$ cat src/inc/svc_pkg.sv
// Package with the register map, field layout and reset values of the bank.
package svc_pkg;

  // Byte offsets of the five dwords.
  localparam logic [7:0]  SVC_OFF_CAP       = 8'h64;
  localparam logic [7:0]  SVC_OFF_SCR0      = 8'h68;
  localparam logic [7:0]  SVC_OFF_SCR1      = 8'h6c;
  localparam logic [7:0]  SVC_OFF_TIMER     = 8'h70;
  localparam logic [7:0]  SVC_OFF_MODE      = 8'h74;

  // Capability header constants.
  localparam logic [7:0]  SVC_CAP_ID        = 8'h09;
  localparam logic [7:0]  SVC_CAP_NEXT      = 8'hb0;
  localparam logic [15:0] SVC_CAP_LEN       = 16'h0034;

  // Scratch reset values.
  localparam logic [31:0] SVC_SCR0_RST      = 32'h0400_1060;
  localparam logic [31:0] SVC_SCR1_RST      = 32'h0000_0800;

  // Timer register field layout.
  localparam int          SVC_RPL_LSB       = 0;
  localparam int          SVC_RPL_W         = 12;
  localparam int          SVC_RPL_EN_BIT    = 12;
  localparam int          SVC_PM_DIS_BIT    = 13;
  localparam int          SVC_MSI_DIS_BIT   = 14;
  localparam int          SVC_ACK_LSB       = 16;
  localparam int          SVC_ACK_W         = 14;
  localparam int          SVC_ACK_EN_BIT    = 30;
  localparam int          SVC_VGA_BIT       = 31;
  localparam logic [31:0] SVC_TIMER_RST     = 32'h0000_0000;
  localparam logic [31:0] SVC_TIMER_SW_MASK = 32'h7fff_1fff;
  localparam logic [31:0] SVC_TIMER_LD_MASK = 32'h7fff_7fff;
  localparam logic        SVC_VGA_RST       = 1'b1;

  // Mode register field layout.
  localparam int          SVC_SF_BIT        = 0;
  localparam int          SVC_CT_LSB        = 1;
  localparam int          SVC_ARB_BIT       = 3;
  localparam int          SVC_CREDIT_BIT    = 4;
  localparam int          SVC_EGRESS_BIT    = 5;
  localparam logic [31:0] SVC_MODE_RST      = 32'h0000_0002;
  localparam logic [31:0] SVC_MODE_MASK     = 32'h0000_003f;

  // Link width codes seen by the built-in timer tables.
  typedef enum logic [1:0] {SVC_W_X1, SVC_W_X2, SVC_W_X4, SVC_W_RSVD}
    svc_width_e;

endpackage

$ cat src/rtl/svc_link_timers.sv
// Effective replay timeout and acknowledge latency selection.
`timescale 1ns/1ns
module svc_link_timers
  import svc_pkg::*;
#(
  parameter int RPL_BASE = 256,
  parameter int RPL_STEP = 128,
  parameter int ACK_BASE = 64,
  parameter int ACK_STEP = 32
)
(
  input  wire logic                 clk,
  input  wire logic                 rst_n,
  input  wire svc_pkg::svc_width_e  link_width,
  input  wire logic [2:0]           max_payload,
  input  wire logic                 rpl_user_en,
  input  wire logic [11:0]          rpl_user,
  input  wire logic                 ack_user_en,
  input  wire logic [13:0]          ack_user,
  output logic [11:0]               replay_timeout,
  output logic [13:0]               ack_latency
);

  // Built-in value grows with payload size and shrinks with wider links.
  function automatic logic [15:0] builtin(input int base, input int step,
                                          input svc_width_e w,
                                          input logic [2:0] pl);
    logic [15:0] raw;
    raw = 16'(base + step * int'(pl));
    builtin = raw >> w;
  endfunction

  logic [15:0] rpl_builtin;
  logic [15:0] ack_builtin;

  // Table lookups, reserved code shifted one step past the widest link.
  always_comb
  begin
    rpl_builtin = builtin(RPL_BASE, RPL_STEP, link_width, max_payload);
    ack_builtin = builtin(ACK_BASE, ACK_STEP, link_width, max_payload);
  end

  // Replay timeout register: user value only while its enable is set.
  always_ff @(posedge clk)
  begin
    if (!rst_n)
      replay_timeout <= 12'h000;
    else if (rpl_user_en)
      replay_timeout <= rpl_user;
    else
      replay_timeout <= rpl_builtin[11:0];
  end

  // Acknowledge latency register: user value only while its enable is set.
  always_ff @(posedge clk)
  begin
    if (!rst_n)
      ack_latency <= 14'h0000;
    else if (ack_user_en)
      ack_latency <= ack_user;
    else
      ack_latency <= ack_builtin[13:0];
  end

endmodule

$ cat src/rtl/svc_rr_arb.sv
// Round-robin port arbiter with credit-aware or sticky policy.
`timescale 1ns/1ns
module svc_rr_arb #(
  parameter int N = 3
)
(
  input  wire logic         clk,
  input  wire logic         rst_n,
  input  wire logic         stay,
  input  wire logic [N-1:0] req,
  input  wire logic [N-1:0] credit_ok,
  output logic [N-1:0]      grant
);

  localparam int IW = (N > 1) ? $clog2(N) : 1;

  logic [IW-1:0] cur;
  logic [IW-1:0] next_cur;
  logic [N-1:0]  next_grant;

  // Search from the port after the current one, current port last.
  always_comb
  begin
    int idx;
    logic found;
    idx = 0;
    found = 1'b0;
    next_grant = '0;
    next_cur = cur;
    if (stay && |(grant & req))
    begin
      next_grant = grant;
    end
    else
    begin
      for (int i = 1; i <= N; i++)
      begin
        idx = (int'(cur) + i) % N;
        if (!found && req[idx] && credit_ok[idx])
        begin
          found = 1'b1;
          next_grant[idx] = 1'b1;
          next_cur = IW'(idx);
        end
      end
    end
  end

  // Grant and pointer registers.
  always_ff @(posedge clk)
  begin
    if (!rst_n)
    begin
      grant <= '0;
      cur <= IW'(N - 1);
    end
    else
    begin
      grant <= next_grant;
      cur <= next_cur;
    end
  end

endmodule

$ cat src/rtl/svc_regs.sv
// Vendor configuration register bank of an upstream switch port.
`timescale 1ns/1ns
module svc_regs #(
  parameter int LEN_W = 12,
  parameter int PORTS = 3
)
(
  input  wire logic                 clk,
  input  wire logic                 rst_n,
  input  wire logic                 cfg_wr,
  input  wire logic                 cfg_rd,
  input  wire logic [7:0]           cfg_addr,
  input  wire logic [3:0]           cfg_be,
  input  wire logic [31:0]          cfg_wdata,
  output logic [31:0]               cfg_rdata,
  output logic                      cfg_rvalid,
  input  wire logic                 load_wr,
  input  wire logic [7:0]           load_addr,
  input  wire logic [31:0]          load_data,
  input  wire svc_pkg::svc_width_e  link_width,
  input  wire logic [2:0]           max_payload,
  input  wire logic [LEN_W-1:0]     pkt_len,
  output logic [LEN_W-1:0]          ct_start,
  input  wire logic [PORTS-1:0]     arb_req,
  input  wire logic [PORTS-1:0]     arb_credit_ok,
  output logic [PORTS-1:0]          arb_grant,
  output logic                      store_forward,
  output logic [1:0]                ct_threshold,
  output logic                      arb_stay,
  output logic                      credit_all_types,
  output logic                      egress_ordering,
  output logic                      pm_cap_disable,
  output logic                      msi_cap_disable,
  output logic                      vga_decode,
  output logic [11:0]               replay_timeout,
  output logic [13:0]               ack_latency
);

  import svc_pkg::*;

  logic [31:0] scr0;
  logic [31:0] scr1;
  logic [31:0] timer;
  logic [31:0] mode;
  logic        vga;
  logic [31:0] next_rdata;
  logic [LEN_W-1:0] next_ct_start;

  // Merges byte lanes of new data over old data, within a writable mask.
  function automatic logic [31:0] merge(input logic [31:0] old,
                                        input logic [31:0] wd,
                                        input logic [3:0]  be,
                                        input logic [31:0] mask);
    logic [31:0] lanes;
    lanes = {{8{be[3]}}, {8{be[2]}}, {8{be[1]}}, {8{be[0]}}};
    merge = (old & ~(lanes & mask)) | (wd & lanes & mask);
  endfunction

  // Decodes a dword address, ignoring the two byte bits.
  function automatic logic hit(input logic [7:0] a, input logic [7:0] off);
    hit = (a[7:2] == off[7:2]);
  endfunction

  // Scratch zero; auto-load takes priority over a software write.
  always_ff @(posedge clk)
  begin
    if (!rst_n)
      scr0 <= SVC_SCR0_RST;
    else if (load_wr && hit(load_addr, SVC_OFF_SCR0))
      scr0 <= load_data;
    else if (cfg_wr && hit(cfg_addr, SVC_OFF_SCR0))
      scr0 <= merge(scr0, cfg_wdata, cfg_be, 32'hffff_ffff);
  end

  // Scratch one.
  always_ff @(posedge clk)
  begin
    if (!rst_n)
      scr1 <= SVC_SCR1_RST;
    else if (load_wr && hit(load_addr, SVC_OFF_SCR1))
      scr1 <= load_data;
    else if (cfg_wr && hit(cfg_addr, SVC_OFF_SCR1))
      scr1 <= merge(scr1, cfg_wdata, cfg_be, 32'hffff_ffff);
  end

  // Timer overrides; capability-hide bits change only by auto-load.
  always_ff @(posedge clk)
  begin
    if (!rst_n)
      timer <= SVC_TIMER_RST;
    else if (load_wr && hit(load_addr, SVC_OFF_TIMER))
      timer <= load_data & SVC_TIMER_LD_MASK;
    else if (cfg_wr && hit(cfg_addr, SVC_OFF_TIMER))
      timer <= merge(timer, cfg_wdata, cfg_be, SVC_TIMER_SW_MASK);
  end

  // Video decode bit is fixed after reset and never written.
  always_ff @(posedge clk)
  begin
    if (!rst_n)
      vga <= SVC_VGA_RST;
    else
      vga <= SVC_VGA_RST;
  end

  // Switch operation mode.
  always_ff @(posedge clk)
  begin
    if (!rst_n)
      mode <= SVC_MODE_RST;
    else if (load_wr && hit(load_addr, SVC_OFF_MODE))
      mode <= load_data & SVC_MODE_MASK;
    else if (cfg_wr && hit(cfg_addr, SVC_OFF_MODE))
      mode <= merge(mode, cfg_wdata, cfg_be, SVC_MODE_MASK);
  end

  // Read multiplexer; unmapped offsets and reserved bits read zero.
  always_comb
  begin
    next_rdata = 32'h0000_0000;
    if (hit(cfg_addr, SVC_OFF_CAP))
      next_rdata = {SVC_CAP_LEN, SVC_CAP_NEXT, SVC_CAP_ID};
    else if (hit(cfg_addr, SVC_OFF_SCR0))
      next_rdata = scr0;
    else if (hit(cfg_addr, SVC_OFF_SCR1))
      next_rdata = scr1;
    else if (hit(cfg_addr, SVC_OFF_TIMER))
    begin
      next_rdata = timer & SVC_TIMER_LD_MASK;
      next_rdata[SVC_VGA_BIT] = vga;
    end
    else if (hit(cfg_addr, SVC_OFF_MODE))
      next_rdata = mode & SVC_MODE_MASK;
  end

  // Read answer registered one cycle after the strobe.
  always_ff @(posedge clk)
  begin
    if (!rst_n)
    begin
      cfg_rdata <= 32'h0000_0000;
      cfg_rvalid <= 1'b0;
    end
    else
    begin
      cfg_rvalid <= cfg_rd;
      if (cfg_rd)
        cfg_rdata <= next_rdata;
    end
  end

  // Field outputs taken straight from the register bits.
  always_comb
  begin
    store_forward = mode[SVC_SF_BIT];
    ct_threshold = mode[SVC_CT_LSB +: 2];
    arb_stay = mode[SVC_ARB_BIT];
    credit_all_types = mode[SVC_CREDIT_BIT];
    egress_ordering = mode[SVC_EGRESS_BIT];
    pm_cap_disable = timer[SVC_PM_DIS_BIT];
    msi_cap_disable = timer[SVC_MSI_DIS_BIT];
    vga_decode = vga;
  end

  // Cut-through start: half the packet less the code, floored at zero.
  always_comb
  begin
    logic [LEN_W-1:0] half;
    logic [LEN_W-1:0] lead;
    half = pkt_len >> 1;
    lead = LEN_W'(mode[SVC_CT_LSB +: 2]);
    if (half > lead)
      next_ct_start = half - lead;
    else
      next_ct_start = '0;
  end

  // Cut-through start register; zero in store-and-forward mode.
  always_ff @(posedge clk)
  begin
    if (!rst_n)
      ct_start <= '0;
    else if (mode[SVC_SF_BIT])
      ct_start <= '0;
    else
      ct_start <= next_ct_start;
  end

  // Effective link-layer timer values.
  svc_link_timers svc_link_timers_inst (
    .clk            (clk),
    .rst_n          (rst_n),
    .link_width     (link_width),
    .max_payload    (max_payload),
    .rpl_user_en    (timer[SVC_RPL_EN_BIT]),
    .rpl_user       (timer[SVC_RPL_LSB +: SVC_RPL_W]),
    .ack_user_en    (timer[SVC_ACK_EN_BIT]),
    .ack_user       (timer[SVC_ACK_LSB +: SVC_ACK_W]),
    .replay_timeout (replay_timeout),
    .ack_latency    (ack_latency)
  );

  // Egress port arbiter steered by the arbitration mode bit.
  svc_rr_arb #(
    .N (PORTS)
  ) svc_rr_arb_inst (
    .clk       (clk),
    .rst_n     (rst_n),
    .stay      (mode[SVC_ARB_BIT]),
    .req       (arb_req),
    .credit_ok (arb_credit_ok),
    .grant     (arb_grant)
  );

endmodule

$ cat config.mk
export PLATFORM = sky130hd
export DESIGN_NAME = svc_regs
export DESIGN_NICKNAME = d
export VERILOG_FILES = /design/src/inc/svc_pkg.sv /design/src/rtl/svc_link_timers.sv /design/src/rtl/svc_rr_arb.sv /design/src/rtl/svc_regs.sv
export SDC_FILE = /design/constraint.sdc
export NUM_CORES = 1
export LEC_CHECK = 0
export BUFFER_PORTS_ARGS = -buffer_cell sky130_fd_sc_hd__buf_2
export CORE_ASPECT_RATIO = 0.8
export CORE_MARGIN = 2
export CORE_UTILIZATION = 55
export CTS_CLUSTER_DIAMETER = 200
export DETAILED_ROUTE_END_ITERATION = 8
export PLACE_DENSITY = 0.84
export SETUP_SLACK_MARGIN = 0.02
export SYNTH_ARGS = -nofsm -noshare
export SYNTH_HDL_FRONTEND = slang
export SYNTH_HIERARCHICAL = 1
export SYNTH_SLANG_ARGS = --single-unit
export TNS_END_PERCENT = 100
$ cat constraint.sdc
create_clock -name clk -period 2.3 [get_ports clk]
set_input_delay 0.23 -clock clk [delete_from_list [all_inputs] [get_ports clk]]
set_output_delay 0.23 -clock clk [all_outputs]
set_load 0.01 [all_outputs]
# After elaboration in Yosys (flattened, before gate mapping)

Index checks and enable logic that the tools add are counted.

Flip-flop bits (word level): 204
Memories kept: 0
Memory bits (writable): 0
Latch bits: 0
Bits in read-only memories: 0
Word-level logic and storage cells: 138
Input bits: 112

Shift operators: 2
Bitwise gates (word level): 18
Magnitude comparators: 7
Reductions and logical operators: 29
Equal/unequal tests: 9
Div/mod/pow operators: 3
Muxes and demuxes: 51
Multiply operators: 0
Add/subtract/negate cells: 6

Operators with widths:

| kind                    | number |
|---|---|
| $mux W32                | 8 |
| $and A32 B32 Y32        | 5 |
| $ge A32 B1 Y1 const B   | 3 |
| $lt A32 B4 Y1 const B   | 3 |
| $mod A32 B3 Y32 const B | 3 |
| $or A32 B32 Y32         | 2 |
| $mux W31                | 2 |
| $eq A6 B5 Y1 const B    | 9 |
| $not A31 Y32            | 1 |
| $not A32 Y32            | 1 |
| $not A6 Y32             | 1 |
| $or A32 B31 Y32         | 1 |
| $or A32 B6 Y32          | 1 |
| $mux W1                 | 19 |
| $mux W6                 | 3 |
| $logic_and A1 B1 Y1     | 17 |
| $shr A16 B2 Y12         | 1 |
| $shr A16 B2 Y14         | 1 |
| $mux W3                 | 5 |
| $mux W14                | 1 |
| $bmux W1 S2             | 6 |
| $mux W12                | 1 |
| $sub A11 B2 Y12         | 1 |
| $add A9 B10 Y11 const A | 1 |
| 15 further kinds        | 29 |

# Logic depth before layout (Yosys ltp)

Gate-level depths: netlist of the first run.

Word-level depth: 18
Depth in mapped cells: 8
Gate-level depth less buffers: 7

# Modules after synthesis

The synthesis of the first run kept the hierarchy.

Modules (own cells, without submodules):

| module          | instances | cells an instance | seq. area each (sq um) | area an instance (sq um) |
|---|---|---|---|---|
| svc_regs        | 1         | 917               | 2902.8                 | 7477.2 |
| svc_link_timers | 1         | 104               | 520.5                  | 1016.0 |
| svc_rr_arb      | 1         | 60                | 100.1                  | 521.8 |

# Worst setup path before layout of the first run

Ideal clock, no wire load.

Path kind: register to register
Start: reg svc_rr_arb_inst.cur[0]
End: reg svc_rr_arb_inst.cur[1]
Arrival: 1.949 ns
Library setup time: 0.114 ns
Clock period less this slack: 2.063 ns
Slack: 0.237 ns
Path buffers: 1
Cell stages (with the launch flop): 9
Cells stage by stage: dfxtp_1 -> inv_1 -> ha_1 -> buf_2 -> nand4b_1 -> o311ai_2 -> nor3b_4 -> mux2_4 -> a21o_1

Longest elaborated chain between the ends: 18
Elaborated cells on any way between the ends: 40
Classes of those cells: add/sub (3); div (3); mux (25); reduce/logical (9)

RTL lines:

| what                                       | RTL line         | source |
|---|---|---|
| from (decl)                                | svc_rr_arb.sv:17 | `logic [IW-1:0] cur;` |
| from (signal assigned)                     | svc_rr_arb.sv:55 | `cur <= IW'(N - 1);` |
| from (signal assigned)                     | svc_rr_arb.sv:60 | `cur <= next_cur;` |
| $add A2 B1 Y3                              | svc_rr_arb.sv:38 | `idx = (int'(cur) + i) % N;` |
| $mod A32 B3 Y32                            | svc_rr_arb.sv:38 |  |
| $bmux W1 S2                                | svc_rr_arb.sv:39 | `if (!found && req[idx] && credit_ok[idx])` |
| $mux W1 (not written as such) (2 in a row) | svc_rr_arb.sv:39 |  |
| $logic_and A1 B1 Y1                        | svc_rr_arb.sv:39 |  |
| $mux W1                                    | svc_rr_arb.sv:39 |  |
| $mux W1                                    | svc_rr_arb.sv:30 | `if (stay && \|(grant & req))` |
| $logic_not A1 Y1                           | svc_rr_arb.sv:39 |  |
| $logic_and A1 B1 Y1 (2 in a row)           | svc_rr_arb.sv:39 |  |
| $mux W1                                    | svc_rr_arb.sv:39 |  |
| $mux W1                                    | svc_rr_arb.sv:30 |  |
| $logic_not A1 Y1                           | svc_rr_arb.sv:39 |  |
| $logic_and A1 B1 Y1 (2 in a row)           | svc_rr_arb.sv:39 |  |
| $reduce_bool A3 Y1 (no source line)        | -                |  |
| $reduce_and A2 Y1 (no source line)         | -                |  |

Several ways; a longest one is shown, not always the timed one. The select of a mux whose other input is x is not followed.
A chain may end at the register's enable or synchronous reset.

# Worst setup path in the final report of the first run

Start: reg svc_rr_arb_inst.cur[1]
End: reg svc_rr_arb_inst.cur[1]

The elaborated chain is that of the path after synthesis.

==> results.toml, run 1 <==
[die]
io-pin-count = 195
initial_core_util_pct = 56.7
num_rows = 41
die_x_um = 147
die_area_um2 = 17400
dieHeight_um = 119
core-area_um2 = 15900

[place]
place_hpwl_um = 21500
dp_cells = 1418
numPortBuffers = 188
routabilityCongestion = 0.969
pre_cts_ws_ns = 0.162

[cts]
cts_buffers = 17
ctsLongestPathBuffers = 2
cts.clk_slew.worst_paths_ns = 0.07
clk_latency_ns = 0.43
cts-resized-gates = 0
hold_buffers = 0
h-tree-depth = 4
clock-sinks = 176
post_cts_buffers = 0
cts_root_buf = "clkbuf_16"
cts_tree = "built"

[grt]
grt_usage_pct = 33.0
antenna_found_initial = 1
grt_pass1_vias = 8119
overflow = 0
grt_pass1_wl_um = 45300
grt_max_degree = 55

[power_and_ir_drop]
p_per_area_nw_per_um2 = 707
power.leakage_uw = 0.00443
peakVddDrop_uv = 559

[hold_path]
holdCritPathClass = "in -> reg"

[setup_path]
cp_num_buf_inv = 1
criticalPathCategory = "reg -> reg"
cp_cell_sequence = "inv_1 > ha_1 > and4b_2 > a211o_1 > nor3b_4 > mux2_4 > a21o_1"
cp_slowest_cell = "ha_1"
cp.required_ns = 2.63
end_kind = "flip-flop"
critical_path.max_fanout = 11
slowest_delay_ns = 0.37
arrival_ns = 2.42
critPathTopFamily = "simple AND/OR/NAND/NOR gates"
worstSetupStartpointType = "flip-flop"

[sta]
grt_setup_unrepaired = "no"
skew_ns = 0.00668
fin_setup_tns_ns = 0
hold_violations = 0
maxSlewHeadroom_pct = 32.3
setup_viol_count_final = 0
post-route-period-util_pct = 90.8
max_freq_mhz = 479
worst_slack_ns = 0.212
maxSlewViolCount = 0
period_needed_ns = 2.09
tightest_slew_ns = 1.02

[routing]
antenna_left = 0
drc_errors = 0
routedWlPerCell_um = 20.4
routed_wl_um = 29600
drtPass1Iterations = 7
vias = 9321
vias_per_cell = 6.42
initialDrtViolationCount = 1253

[logic_synthesis]
synth_edf_count = 0
ys_warn_count = 6
synth_ff_type = "dfxtp_1"
synth.top_cells.by_area = "dfxtp_1, a21oi_1, nand2_1, a311oi_1, nand3_1"
synth-seq-area-share_pct = 39.1
synth_area_um2 = 9010
synth.distinct_cells = 74
async_flop_share_pct = 0
syn_nets = 1201
syn_inst = 1081
ys_ff_latch = 176
synth_top_area_share_pct = 39.1
synth_top_area_cell = "dfxtp_1"
synth_area_per_cell_um2 = 8.34

[outcome]
outcome = "completed"

[layout]
final_cells = 1452
drive_gt1_share_pct = 23.6
nets = 1342
area_delta_synth_final_pct = 18.3
final_cell_mix = "buf_2, dfxtp_1, nand2_1, a21oi_1, nand3_1"
final_core_util_pct = 67.1
final_common_cell = "buf_2"

[run]
cap_violations = 0
==> synth_stat cells, types with 3 or more instances <==
| master | n |
|---|---|
| a211oi_1 | 13 |
| a21boi_0 | 3 |
| a21oi_1 | 116 |
| a22o_1 | 12 |
| a311oi_1 | 53 |
| a31oi_1 | 15 |
| a32o_1 | 20 |
| a41oi_1 | 3 |
| and2_1 | 9 |
| and3_1 | 22 |
| and3b_1 | 4 |
| buf_2 | 31 |
| buf_4 | 18 |
| buf_6 | 6 |
| clkbuf_1 | 52 |
| dfxtp_1 | 176 |
| ha_1 | 7 |
| inv_1 | 8 |
| mux2i_1 | 16 |
| nand2_1 | 136 |
| nand2b_1 | 12 |
| nand3_1 | 55 |
| nand4b_1 | 7 |
| nor2_1 | 40 |
| nor2b_1 | 11 |
| nor3_1 | 51 |
| nor3_2 | 7 |
| nor4_1 | 6 |
| o211a_1 | 4 |
| o211ai_1 | 5 |
| o21ai_0 | 41 |
| o21bai_1 | 3 |
| o22ai_1 | 4 |
| o2bb2ai_1 | 17 |
| o31ai_1 | 32 |
| or2_1 | 11 |
| xnor2_1 | 3 |
| xor2_1 | 5 |
==> report_power, final <==
part | switching (µW) | leakage (µW) | internal [µW]
Combinational | 669 | 0.00269 | 459
Clock | 1240 | 0.000316 | 1990
Sequential | 60.3 | 0.00143 | 3130
Total | 1970 | 0.00443 | 5580
==> worst register-to-register path, cell delays in order (launching register included) <==
cell and delay [ns]:
dfxtp_1 0.33, inv_1 0.10, ha_1 0.37, and4b_2 0.27, a211o_1 0.27, nor3b_4 0.17, mux2_4 0.31, a21o_1 0.17
==> kinds of logic after synthesis <==
| family | synth area share (%) |
|---|---|
| buf+inv | 6.51 |
| mux | 2.36 |
| xor+xnor | 0.777 |
| flops | 39.1 |
| other cells | 0.0416 |
| simple gates | 22.6 |
| fa+ha+maj | 1.19 |
| compound gates | 27.4 |
==> worst paths after layout <==
| path | start | endpoint | slack [ns] | cells after the start |
|---|---|---|---|---|
| hold reg to reg | cfg_rdata[28] | cfg_rdata[28] | 0.46 | 1 |
| setup reg to reg | svc_rr_arb_inst/cur[1] | svc_rr_arb_inst/cur[1] | 0.21 | 7 |
| hold / removal | load_data[13] | timer[13] | 0.07 | 3 |
| setup / recovery | svc_rr_arb_inst/cur[1] | svc_rr_arb_inst/cur[1] | 0.21 | 7 |
==> metal layers <==
layer	track usage [%]	share of wire (%)	up-vias
li1	-	-	4322
met1	48.5	43	4308
met2	43.8	39	630
met3	13.8	16	61
met4	8.89	2.3	0
met5	0	0	-
==> stage by stage <==
| stage | hold WS (ns) | total power [µW] | cell area (µm²) |
|---|---|---|---|
| floorplan | 0.366 | 3960 | 9010 |
| global placement | 0.443 | 4330 | 10000 |
| detailed placement | 0.448 | 4340 | 10000 |
| CTS | 0.0600 | 7510 | 10700 |
| global route | 0.0660 | 7770 | 10700 |
| finish | 0.0682 | 7540 | 10700 |
==> layout make-up <==
cell class	count	area [µm²]
Antenna cell	2	5.00
Clock buffer	19	453
Clock inverter	13	209
Fill cell	1353	5240
Inverter	8	30.0
Multi-Input combinational cell	789	4910
Sequential cell	176	3520
Tap cell	215	269
Timing Repair Buffer	230	1270
(Power assumes the default switching activity.)
==> run 2, diff against run 1 <==
- PLACE_DENSITY: 0.84 -> default
- PLACE_DENSITY_LB_ADDON: default -> 0.2
- REMOVE_ABC_BUFFERS: default -> 1
==> run 2 against run 1 <==
  * Routed wire length increased by 0.51%
  * Maximum frequency shrank 1.0%
  * Combinational power barely moved
  * Sequential power about the same
  * Global-route usage rose by 0.40 points
  * Register-to-register slack got worse by 0.02 ns
  * Worst setup slack got worse by 0.021 ns
  * Critical path depth did not move
  * Sequential cell count is the same
  * Power is 2.0% lower
  * Clock skew grew 0.0023 ns
  * Worst hold slack got worse by 0.019 ns
  * Critical path type unchanged
  * Largest cell class unchanged
==> results.toml, run 2 (same netlist as run 1, synthesis figures left out) <==
[power_and_ir_drop]
power.leakage_uw = 0.00448
peakVddDrop_uv = 559
p_per_area_nw_per_um2 = 689

[sta]
skew_ns = 0.00899
maxSlewViolCount = 0
setup_viol_count_final = 0
tightest_slew_ns = 0.730
grt_setup_unrepaired = "no"
holdWs_ns = 0.0497
max_freq_mhz = 474
worst_slack_ns = 0.191
post-route-period-util_pct = 91.7
period_needed_ns = 2.11
fin_setup_tns_ns = 0
maxSlewHeadroom_pct = 51.3
hold_violations = 0

[cts]
hold_buffers = 0
clk_latency_ns = 0.44
h-tree-depth = 4
cts-resized-gates = 0
cts_tree = "built"
cts_root_buf = "clkbuf_16"
clock-sinks = 176
cts_buffers = 17
cts.clk_slew.worst_paths_ns = 0.07
ctsLongestPathBuffers = 2
post_cts_buffers = 0

[grt]
grt_usage_pct = 33.4
grt_pass1_vias = 8510
antenna_found_initial = 4
grt_pass1_wl_um = 46400
grt_max_degree = 67
overflow = 0

[die]
dieHeight_um = 119
num_rows = 41
core-area_um2 = 15900
io-pin-count = 195
die_area_um2 = 17400
die_x_um = 147
initial_core_util_pct = 56.7

[setup_path]
arrival_ns = 2.44
critical_path.max_fanout = 11
regToRegSetupSlack_ns = 0.19
worst_r2r_path_depth = 7
worstSetupStartpointType = "flip-flop"
end_kind = "flip-flop"
r2r-end = "svc_rr_arb_inst/cur[1]"
cp_cell_sequence = "inv_1 > ha_1 > and4b_2 > a211o_1 > nor3b_4 > mux2_4 > a21o_1"
crit-reg2reg-launch = "svc_rr_arb_inst/cur[1]"
slowest_delay_ns = 0.40
cp.required_ns = 2.63
cp_slowest_cell = "ha_1"
criticalPathCategory = "reg -> reg"

[layout]
design_area_um2 = 10700
final_common_cell = "buf_2"
final_cell_mix = "buf_2, dfxtp_1, nand2_1, a21oi_1, buf_4"
drive_gt1_share_pct = 24.6
nets = 1357
area_delta_synth_final_pct = 19.1

[place]
placed_area_um2 = 10100
routabilityCongestion = 0.906
numPortBuffers = 188
place_hpwl_um = 20000
pre_cts_ws_ns = 0.164

[hold_path]
holdCritPathClass = "in -> reg"
min_to = "ct_start[10]"
hold_depth = 3
hp-start = "pkt_len[11]"

[routing]
vias = 9493
initialDrtViolationCount = 1268
vias_per_cell = 6.46
routedWlPerCell_um = 20.3
routed_wl_um = 29800
drtPass1Iterations = 5
antenna_left = 0
drc_errors = 0

[run]
cap_violations = 0

[outcome]
outcome = "completed"
-- run 2: cell count changes in the layout (fill, tap and decap cells not counted), sizes merged --
cell / change
bufinv: -2
buf: +15
inv: +1
clkinvlp: +1
clkbuf: +1
clkinv: -1
diode: +2
-- run 2: final cells by class --
| class | instances | area [µm²] |
|---|---|---|
| repair buffers | 245 | 1370 |
| well taps | 215 | 269 |
| clock buffers | 20 | 467 |
| diodes | 4 | 10.0 |
| multi-input cells | 789 | 4910 |
| inverters | 8 | 30.0 |
| fillers | 1360 | 5170 |
| flip-flops and latches | 176 | 3520 |
| clock inverters | 12 | 156 |
-- run 2: report_power, final --
group | total, µW | internal (µW) | switching [µW]
logic | 1140 | 463 | 674
clock network | 3080 | 1800 | 1280
registers | 3180 | 3130 | 46.9
-- run 2: metrics by stage --
stage / power (µW) / utilization [%] / std cells
after detailed placement: 4340 / 63.5 / 1433
after floorplan: 3870 / - / 973
after global routing: 7630 / 67.5 / 1468
after global placement: 4320 / 63.5 / 1433
final: 7390 / 67.5 / 1469
after CTS: 7360 / 67.4 / 1465
-- run 2: critical path: cells and delay by family (launching register included) --
kind	cells	cell delay, ns
fa+ha+maj	1	0.40
flops	1	0.33
buf+inv	1	0.10
mux	1	0.31
simple gates	2	0.45
compound gates	2	0.42
-- run 2: worst max-delay path by stage --
stage	from	to	slack, ns	cells past startpoint
6_report	svc_rr_arb_inst/cur[1]	svc_rr_arb_inst/cur[1]	0.19	7
5_1_grt	svc_rr_arb_inst/cur[1]	svc_rr_arb_inst/cur[1]	0.06	7
4_1_cts	svc_rr_arb_inst/cur[0]	svc_rr_arb_inst/cur[1]	0.15	7
3_5_place_dp	svc_rr_arb_inst/cur[0]	svc_rr_arb_inst/cur[1]	0.16	7
3_3_place_gp	svc_rr_arb_inst/cur[0]	svc_rr_arb_inst/cur[1]	0.22	7
2_1_floorplan	load_addr[7]	flip-flop	-0.73	4
-- run 2: routing by layer --
| layer | global-route usage [%] | vias up | part of all wire [%] |
|---|---|---|---|
| li1 | - | 4359 | - |
| met1 | 48.4 | 4433 | 42 |
| met2 | 50.2 | 652 | 43 |
| met3 | 6.80 | 49 | 13 |
| met4 | 9.74 | 0 | 1.8 |
| met5 | 0 | - | 0 |
